===== src/rcc_pkg.sv =====
// Shared constants for the reset cause and control register
package rcc_pkg;
  // Register bus geometry
  localparam int unsigned     RCC_ADDR_W     = 4;
  localparam logic [3:0]      RCC_REG_ADDR   = 4'h0;  // Single register at index zero
  // Field positions inside the 8-bit register
  localparam int unsigned     RCC_PRIO_BIT   = 7;
  localparam int unsigned     RCC_SWBO_BIT   = 6;
  localparam int unsigned     RCC_UNUSED_BIT = 5;
  localparam int unsigned     RCC_RSTI_BIT   = 4;
  localparam int unsigned     RCC_WDTO_BIT   = 3;
  localparam int unsigned     RCC_PDN_BIT    = 2;
  localparam int unsigned     RCC_PON_BIT    = 1;
  localparam int unsigned     RCC_BRN_BIT    = 0;
  // Brown-out configuration value that hands control to software
  localparam logic [1:0]      RCC_CFG_SW     = 2'h1;
  // Values after a power-on reset
  localparam logic            RCC_RST_PRIO   = 1'b0;
  localparam logic            RCC_RST_SWBO   = 1'b1;  // Masked unless config selects software
  localparam logic            RCC_RST_RSTI   = 1'b1;
  localparam logic            RCC_RST_WDTO   = 1'b1;
  localparam logic            RCC_RST_PDN    = 1'b1;
  localparam logic            RCC_RST_PON    = 1'b0;
  localparam logic            RCC_RST_BRN    = 1'b0;
  localparam logic [7:0]      RCC_RST_RDATA  = 8'h00;

  // Whole state of the block
  typedef struct packed {
    logic       priority_levels_enable;
    logic       software_brownout_enable;
    logic       reset_instruction_flag;
    logic       watchdog_timeout_flag;
    logic       power_down_flag;
    logic       power_on_flag;
    logic       brownout_flag;
    logic [7:0] rdata;
  } rcc_state_t;
endpackage : rcc_pkg


===== src/rcc_reset_cause_control.sv =====
// Function
// - Eight-bit register, fixed field order
// - Priority bit selects multi-level interrupt mode
// - Software brown-out bit only under config 01
// - Bit five reads zero, writes ignored
// - Reset instruction clears its flag
// - Watchdog flag set by power-up/clear/sleep, cleared timeout
// - Power-on/brown-out reset load flags, clear priority
//
// The register addresses and the address-and-strobe port are this design's own decisions.
`timescale 1ns/1ps
`default_nettype none

module rcc_reset_cause_control
  import rcc_pkg::*;
(
  input  wire logic                  sys_clk_i,                  // 50 MHz system clock
  input  wire logic                  rst_i,                      // Power-on reset, async high
  input  wire logic [RCC_ADDR_W-1:0] addr_i,                     // Register address
  input  wire logic [7:0]            wdata_i,                    // Write data
  input  wire logic                  wr_i,                       // Write strobe
  input  wire logic                  rd_i,                       // Read strobe
  output logic      [7:0]            rdata_o,                    // Read data, cycle after strobe
  input  wire logic [1:0]            brownout_config_field_i,    // Brown-out configuration
  input  wire logic                  brownout_reset_i,           // Brown-out reset pulse
  input  wire logic                  reset_instruction_i,        // Reset instruction pulse
  input  wire logic                  other_reset_i,              // Any other reset pulse
  input  wire logic                  watchdog_timeout_i,         // Watchdog time-out pulse
  input  wire logic                  watchdog_clear_instruction_i, // Watchdog clear pulse
  input  wire logic                  sleep_instruction_i,        // Sleep instruction pulse
  output logic                       priority_levels_enable_o,   // Multi-level interrupts
  output logic                       brownout_detect_enable_o    // Software brown-out enable
);

  ////////////////////////////////////////////////////////////////////////////////
  // Helpers

  // Software bit only counts under the software config value
  function automatic logic sw_gate(input logic bit_v, input logic [1:0] cfg);
    return bit_v & (cfg == RCC_CFG_SW);
  endfunction

  // Register image as software sees it
  function automatic logic [7:0] reg_image(input rcc_state_t s, input logic [1:0] cfg);
    logic [7:0] v;
    v                 = 8'h00;
    v[RCC_PRIO_BIT]   = s.priority_levels_enable;
    v[RCC_SWBO_BIT]   = sw_gate(s.software_brownout_enable, cfg);
    v[RCC_UNUSED_BIT] = 1'b0;
    v[RCC_RSTI_BIT]   = s.reset_instruction_flag;
    v[RCC_WDTO_BIT]   = s.watchdog_timeout_flag;
    v[RCC_PDN_BIT]    = s.power_down_flag;
    v[RCC_PON_BIT]    = s.power_on_flag;
    v[RCC_BRN_BIT]    = s.brownout_flag;
    return v;
  endfunction

  ////////////////////////////////////////////////////////////////////////////////
  // State

  rcc_state_t st_ff;   // Registered state
  rcc_state_t nxt_st;  // Next state
  logic       hit;     // Address decode

  assign hit = (addr_i == RCC_REG_ADDR);

  // Next-state logic; later assignments win, so hardware events sit after
  // software writes and a set from hardware is never lost to a write
  always_comb begin
    nxt_st = st_ff;
    // Software writes: read-only flags and bit five are skipped
    if (wr_i && hit) begin
      nxt_st.priority_levels_enable   = wdata_i[RCC_PRIO_BIT];
      nxt_st.software_brownout_enable = wdata_i[RCC_SWBO_BIT];
      nxt_st.reset_instruction_flag   = wdata_i[RCC_RSTI_BIT];
      nxt_st.power_on_flag            = wdata_i[RCC_PON_BIT];
      nxt_st.brownout_flag            = wdata_i[RCC_BRN_BIT];
    end
    // Watchdog clear re-arms both flags
    if (watchdog_clear_instruction_i) begin
      nxt_st.watchdog_timeout_flag = 1'b1;
      nxt_st.power_down_flag       = 1'b1;
    end
    // Sleep arms time-out flag, marks power-down
    if (sleep_instruction_i) begin
      nxt_st.watchdog_timeout_flag = 1'b1;
      nxt_st.power_down_flag       = 1'b0;
    end
    // Time-out beats a same-cycle clear or sleep
    if (watchdog_timeout_i) begin
      nxt_st.watchdog_timeout_flag = 1'b0;
    end
    // Any device reset drops priority mode
    if (other_reset_i || reset_instruction_i) begin
      nxt_st.priority_levels_enable = 1'b0;
    end
    // Reset instruction leaves its mark
    if (reset_instruction_i) begin
      nxt_st.reset_instruction_flag = 1'b0;
    end
    // Brown-out reset reloads like power-on, power-on flag kept
    if (brownout_reset_i) begin
      nxt_st.priority_levels_enable   = RCC_RST_PRIO;
      nxt_st.software_brownout_enable = RCC_RST_SWBO;
      nxt_st.reset_instruction_flag   = RCC_RST_RSTI;
      nxt_st.watchdog_timeout_flag    = RCC_RST_WDTO;
      nxt_st.power_down_flag          = RCC_RST_PDN;
      nxt_st.brownout_flag            = RCC_RST_BRN;
      // A reset aborts a same-cycle write, so the power-on flag holds
      nxt_st.power_on_flag            = st_ff.power_on_flag;
    end
    // Read data valid only the cycle after a read
    if (rd_i && hit) begin
      nxt_st.rdata = reg_image(st_ff, brownout_config_field_i);
    end else begin
      nxt_st.rdata = 8'h00;
    end
  end

  // State register; async reset stands for a power-on reset
  always_ff @(posedge sys_clk_i or posedge rst_i) begin
    if (rst_i) begin
      st_ff.priority_levels_enable   <= RCC_RST_PRIO;
      st_ff.software_brownout_enable <= RCC_RST_SWBO;
      st_ff.reset_instruction_flag   <= RCC_RST_RSTI;
      st_ff.watchdog_timeout_flag    <= RCC_RST_WDTO;
      st_ff.power_down_flag          <= RCC_RST_PDN;
      st_ff.power_on_flag            <= RCC_RST_PON;
      st_ff.brownout_flag            <= RCC_RST_BRN;
      st_ff.rdata                    <= RCC_RST_RDATA;
    end else begin
      st_ff <= nxt_st;
    end
  end

  ////////////////////////////////////////////////////////////////////////////////
  // Outputs

  assign rdata_o                  = st_ff.rdata;
  assign priority_levels_enable_o = st_ff.priority_levels_enable;
  // Gated live: config is static in practice, so no extra flop
  assign brownout_detect_enable_o =
    sw_gate(st_ff.software_brownout_enable, brownout_config_field_i);

  ////////////////////////////////////////////////////////////////////////////////
  // Assertions

  a_read_layout: assert property (
    @(posedge sys_clk_i) disable iff (rst_i)
    rd_i && hit |=> rdata_o == reg_image($past(st_ff), $past(brownout_config_field_i)))
    else $error("register read image wrong");

  a_prio_write: assert property (
    @(posedge sys_clk_i) disable iff (rst_i)
    wr_i && hit && !other_reset_i && !reset_instruction_i && !brownout_reset_i
    |=> priority_levels_enable_o == $past(wdata_i[RCC_PRIO_BIT]))
    else $error("priority enable did not follow write");

  a_swbo_gate: assert property (
    @(posedge sys_clk_i) disable iff (rst_i)
    rd_i && hit && brownout_config_field_i != RCC_CFG_SW |=> !rdata_o[RCC_SWBO_BIT])
    else $error("software brown-out bit not masked");

  a_bden_mask: assert property (
    @(posedge sys_clk_i) disable iff (rst_i)
    brownout_config_field_i != RCC_CFG_SW |-> !brownout_detect_enable_o)
    else $error("brown-out enable not masked by config");

  a_rdata_idle: assert property (
    @(posedge sys_clk_i) disable iff (rst_i)
    !(rd_i && hit) |=> rdata_o == 8'h00)
    else $error("read data not idle");

  a_unused_zero: assert property (
    @(posedge sys_clk_i) disable iff (rst_i)
    ##1 !rdata_o[RCC_UNUSED_BIT])
    else $error("unused bit read nonzero");

  a_rsti_clear: assert property (
    @(posedge sys_clk_i) disable iff (rst_i)
    reset_instruction_i && !brownout_reset_i |=> !st_ff.reset_instruction_flag)
    else $error("reset instruction flag not cleared");

  a_wdto_flag: assert property (
    @(posedge sys_clk_i) disable iff (rst_i)
    watchdog_timeout_i && !brownout_reset_i |=> !st_ff.watchdog_timeout_flag ##1
    (st_ff.watchdog_timeout_flag == $past(watchdog_clear_instruction_i ||
     sleep_instruction_i || brownout_reset_i) || $past(watchdog_timeout_i)))
    else $error("watchdog time-out flag wrong");

  a_brownout_load: assert property (
    @(posedge sys_clk_i) disable iff (rst_i)
    brownout_reset_i |=> !priority_levels_enable_o && st_ff.reset_instruction_flag &&
    st_ff.watchdog_timeout_flag && st_ff.power_down_flag && !st_ff.brownout_flag &&
    $stable(st_ff.power_on_flag))
    else $error("brown-out reset load wrong");

  a_reset_prio: assert property (
    @(posedge sys_clk_i) disable iff (rst_i)
    other_reset_i || reset_instruction_i |=> !priority_levels_enable_o)
    else $error("priority enable survived a reset");

  a_ro_flags: assert property (
    @(posedge sys_clk_i) disable iff (rst_i)
    wr_i && hit && !(watchdog_clear_instruction_i || sleep_instruction_i ||
    watchdog_timeout_i || brownout_reset_i) |=> $stable(st_ff.watchdog_timeout_flag) &&
    $stable(st_ff.power_down_flag))
    else $error("software changed a read-only flag");

  a_wdclr_set: assert property (
    @(posedge sys_clk_i) disable iff (rst_i)
    watchdog_clear_instruction_i && !sleep_instruction_i && !watchdog_timeout_i
    |=> st_ff.watchdog_timeout_flag && st_ff.power_down_flag)
    else $error("watchdog clear did not set flags");

  a_pdn_sleep: assert property (
    @(posedge sys_clk_i) disable iff (rst_i)
    sleep_instruction_i && !watchdog_clear_instruction_i && !brownout_reset_i
    |=> !st_ff.power_down_flag)
    else $error("power-down flag not cleared by sleep");

endmodule : rcc_reset_cause_control

`default_nettype wire


===== config.mk =====
export PLATFORM = sky130hd
export DESIGN_NAME = rcc_reset_cause_control
export DESIGN_NICKNAME = d
export VERILOG_FILES = /design/src/rcc_pkg.sv /design/src/rcc_reset_cause_control.sv
export SDC_FILE = /design/constraint.sdc
export NUM_CORES = 1
export LEC_CHECK = 0
export BUFFER_PORTS_ARGS = -buffer_cell sky130_fd_sc_hd__buf_4
export CAP_MARGIN = 0
export CORE_MARGIN = 1.5
export CORE_UTILIZATION = 45
export DETAILED_ROUTE_END_ITERATION = 7
export PLACE_DENSITY_LB_ADDON = 0.2
export SYNTH_ARGS = -nofsm -noshare
export SYNTH_HDL_FRONTEND = slang
export SYNTH_SLANG_ARGS = --single-unit

===== constraint.sdc =====
create_clock -name sys_clk_i -period 1.68 [get_ports sys_clk_i]
set_input_delay 0.336 -clock sys_clk_i [delete_from_list [all_inputs] [get_ports sys_clk_i]]
set_output_delay 0.336 -clock sys_clk_i [all_outputs]
set_load 0.01 [all_outputs]

Word level (Yosys, flattened, before mapping)
Index checks and enable logic that the tools add are counted.
Word-level totals
  register bits after elaboration: 15
  input bits: 24
  logic and storage cells: 30
Cells by class
  eq/ne operators: 1
  muxes and demuxes: 9
  bitwise operators: 2
  reduce and logical (&&, ||, !) cells: 10
Operator list (number)
  $reduce_bool 3->1: 3
  $mux 8: 1
  $mux 7: 1
  $mux 2: 3
  $logic_not 4->1: 1
  $reduce_bool 4->1: 1
  $mux 1: 3
  $mux 3: 1
  $eq 2x1->1 const B: 1
  $logic_and 1x1->1: 2
  $reduce_and 2->1: 1
  $reduce_bool 2->1: 1
  $and 1x1->1: 1
  $logic_or 1x1->1: 1
  $not 1->1: 1

Depth between registers and ports, before layout
  depth after elaboration: 5
  depth in mapped cells: 4

Worst setup path after synthesis
No wires, ideal clock.
  kind: input to register
  from: input addr_i[1]
  to: register st_ff[9] (netlist name)
  library setup time: 125 ps
  data arrival time: 1483 ps
  setup slack: 72 ps
  stages: 3
  path buffers: 0
  cells stage by stage: or4_4 > or3_1 > mux2_4
On the way
  word-level cells in the longest chain between the ends: 3
RTL lines
  from (decl): line rcc_reset_cause_control.sv:19  | input wire logic [RCC_ADDR_W-1:0] addr_i,
  $logic_not 4->1: line rcc_reset_cause_control.sv:65  | assign hit = (addr_i == RCC_REG_ADDR);
  $logic_and 1x1->1: line rcc_reset_cause_control.sv:72  | if (wr_i && hit) begin
  $reduce_and 2->1 (no source line)
  to (signal assigned): line rcc_reset_cause_control.sv:132  | st_ff <= nxt_st;
  to (decl): line rcc_reset_cause_control.sv:61  | rcc_state_t st_ff;
No other way between the ends.
A chain may end at the register's enable or synchronous reset.

Worst setup path in the final report
Ends and elaborated chain as after synthesis.

==> impl_metrics.tcl <==
set metrics [dict create \
    grt_pass1_vias 399 \
    dieArea_sq_um 1629 \
    nets 108 \
    synth_warnings 0 \
    cts.sinks 14 \
    fin_area_sq_um 842.1 \
    wl_per_cell_um 10.85 \
    syn_nets 81 \
    avgSynthCellArea_sq_um 11.02 \
    antenna_found_initial 0 \
    end_kind "flop" \
    dpl_cell_area_sq_um 815.8 \
    worstSkewPairLatency_ns 0.27 \
    async_flop_share_pct 100.0 \
    ctsResizeCount 0 \
    worstSetupPathType "in2reg" \
    synth.yosys.seq_area_share_pct 56.57 \
    final_cells 98 \
    dp_hpwl_um 898.6 \
    routed_via_density 4.959 \
    grt.total_usage_pct 15.87 \
    critPathArrivalTime_ns 1.61 \
    antenna_cells 0 \
    grt_max_degree 15 \
    cts_buffers 3 \
    start_kind "primary input" \
    drt_pass1_iterations 3 \
    fmax_mhz 691.8 \
    synth-edff-count 0 \
    hold_violations 0 \
    drv_slew 0 \
    hold_class "in2async" \
    synthToLayoutAreaGrowth_pct 34.06 \
    die_h_um 40.36 \
    min_period_ns 1.445 \
    synth_ff_type "dfrtp_1" \
    cts_root_buffer "clkbuf_4" \
    core-area_sq_um 1301 \
    fp.dieW_um 40.36 \
    rsz0062_at_grt "no" \
    clk_path_buf_depth 2 \
    grt_pass1_wl_mm 1.587 \
    ant_nets 0 \
    hold_buffers 0 \
    syn_area_sq_um 628.1 \
    dp.cells 94 \
    initial_core_util_pct 48.27 \
    critPathTopFamily "simple AND/OR/NAND/NOR gates" \
    cts_max_level 1 \
    finalSetupViolations 0 \
    power_mw 0.6242 \
    drc 0 \
    p_leak_nw 0.4586 \
    setup_ws_ns 0.2345 \
    cp_slowest_cell "or4_4" \
    drive_above_1_share_pct 48.19 \
    synth_cell_types 22 \
    p_per_area_nw_per_um2 741.3 \
    ys_ff_latch 14 \
    wl_mm 1.063 \
    crit_required_ns 1.84 \
    syn_inst 57 \
    crit_chain "buf_4, or4_4, or3_1, mux2_4" \
    io_pins 34 \
    overflow 0 \
    drtIter0Drc 1 \
    core.rowCount 13 \
    route.vias.total 486 \
    crit_buf_inv 1 \
    cts_tree "done" \
    slowest_delay_ns 0.52 \
    worstPathMaxFanout 2 \
    ir_drop_v 0.0004279 \
    maxCapViolCount 0 \
    clk_pin_slew_worst_paths_ns 0.08 \
    finalClockSkew_ns 0.006506 \
    finish.utilization_pct 64.71 \
    period_share_pct 86.04 \
    run_status "finished, final reports clean" \
    place_congestion 0.6629 \
    dpl_worst_slack_ns -0.05277 \
    port_buffers 29 \
    post_cts_buffers 0 \
]
==> worst paths after layout <==
kind,start,to,slack (ns),depth (start not counted)
max,addr_i[1],st_ff[9]$_DFFE_PP0P_,0.23,4
min,rst_i,priority_levels_enable_o$_DFFE_PP0P_,0.08,2
max reg2reg,st_ff[12]$_DFFE_PP1P_,st_ff[12]$_DFFE_PP1P_,0.69,2
min reg2reg,st_ff[9]$_DFFE_PP0P_,st_ff[9]$_DFFE_PP0P_,0.51,1
max in group asynchronous,rst_i,st_ff[10]$_DFFE_PP1P_,1.23,2
min in group sys_clk_i,watchdog_timeout_i,st_ff[11]$_DFFE_PP1P_,0.22,2
==> layout make-up <==
type	count	area, sq um
Tap cell	15	18.77
Fill cell	116	459.2
Sequential cell	14	355.3
Inverter	4	15.01
Multi-Input combinational cell	30	193.9
Clock buffer	4	26.28
Timing Repair Buffer	31	232.7
==> layout by cell type, fill, tap and decap left out <==
master,n
nand4_1,1
nor2_1,1
or3_1,2
buf_4,31
inv_1,4
and3b_1,1
mux2_4,1
clkbuf_4,3
conb_1,1
clkbuf_1,1
a21oi_1,2
nand3b_1,1
o311ai_0,1
nor3_1,1
nor4_1,1
dfstp_2,4
o21ai_0,3
o21bai_1,2
or4_4,1
nand3_1,3
a31oi_1,1
dfrtp_1,10
and3_1,7
==> routing by layer <==
metal | share of wire [%] | routed length, um | GRT usage (%)
met5 | 0 | 0 | 0
met3 | 7.0 | 74 | 3.333
met4 | 2.4 | 25 | 12.50
met2 | 52 | 551 | 25.79
met1 | 39 | 411 | 17.77
==> report_power, final <==
part	switching [mW]	total [mW]	internal, mW	leakage, nW
Sequential	0.00565	0.358	0.353	0.180
Combinational	0.0313	0.0802	0.0490	0.263
Clock	0.0937	0.186	0.0919	0.0150
Total	0.131	0.624	0.494	0.459
==> cell usage after synthesis (2+ instances only) <==
master | count | area, sq um
dfrtp_1 | 10 | 250.2
buf_4 | 8 | 60.06
and3_1 | 7 | 43.79
dfstp_2 | 4 | 105.1
inv_1 | 4 | 15.01
nand3_1 | 3 | 15.01
o21ai_0 | 3 | 15.01
a21oi_1 | 2 | 10.01
o21bai_1 | 2 | 15.01
or3_1 | 2 | 12.51
==> metrics by stage <==
step | hold slack, ns | setup TNS, ns
detailed placement | 0.3955 | -0.05277
global placement | 0.3936 | -0.04342
CTS | 0.09577 | 0
floorplan | 0.2224 | 0
global route | 0.1212 | 0
finish | 0.08350 | 0
==> worst register-to-register path, cell delays in order (launching register included) <==
cell and delay (ns):
dfstp_2 0.54, inv_1 0.04, o311ai_0 0.30
==> state kept, by name, summed over array words and instances, names as in the netlist <==
signal and cells:
priority_levels_enable_o 1, rdata_o 7, st_ff 6
==> cells by family after synthesis <==
kind of cell	after synthesis	synth area share (%)
other	1	0.5970
AO/OA/AOI/OAI	9	8.764
multiplexers	1	2.390
flip-flops	14	56.57
AND/OR/NAND/NOR	19	19.12
buffers and inverters	13	12.55
Note: power is estimated with default switching activity, not from simulation.
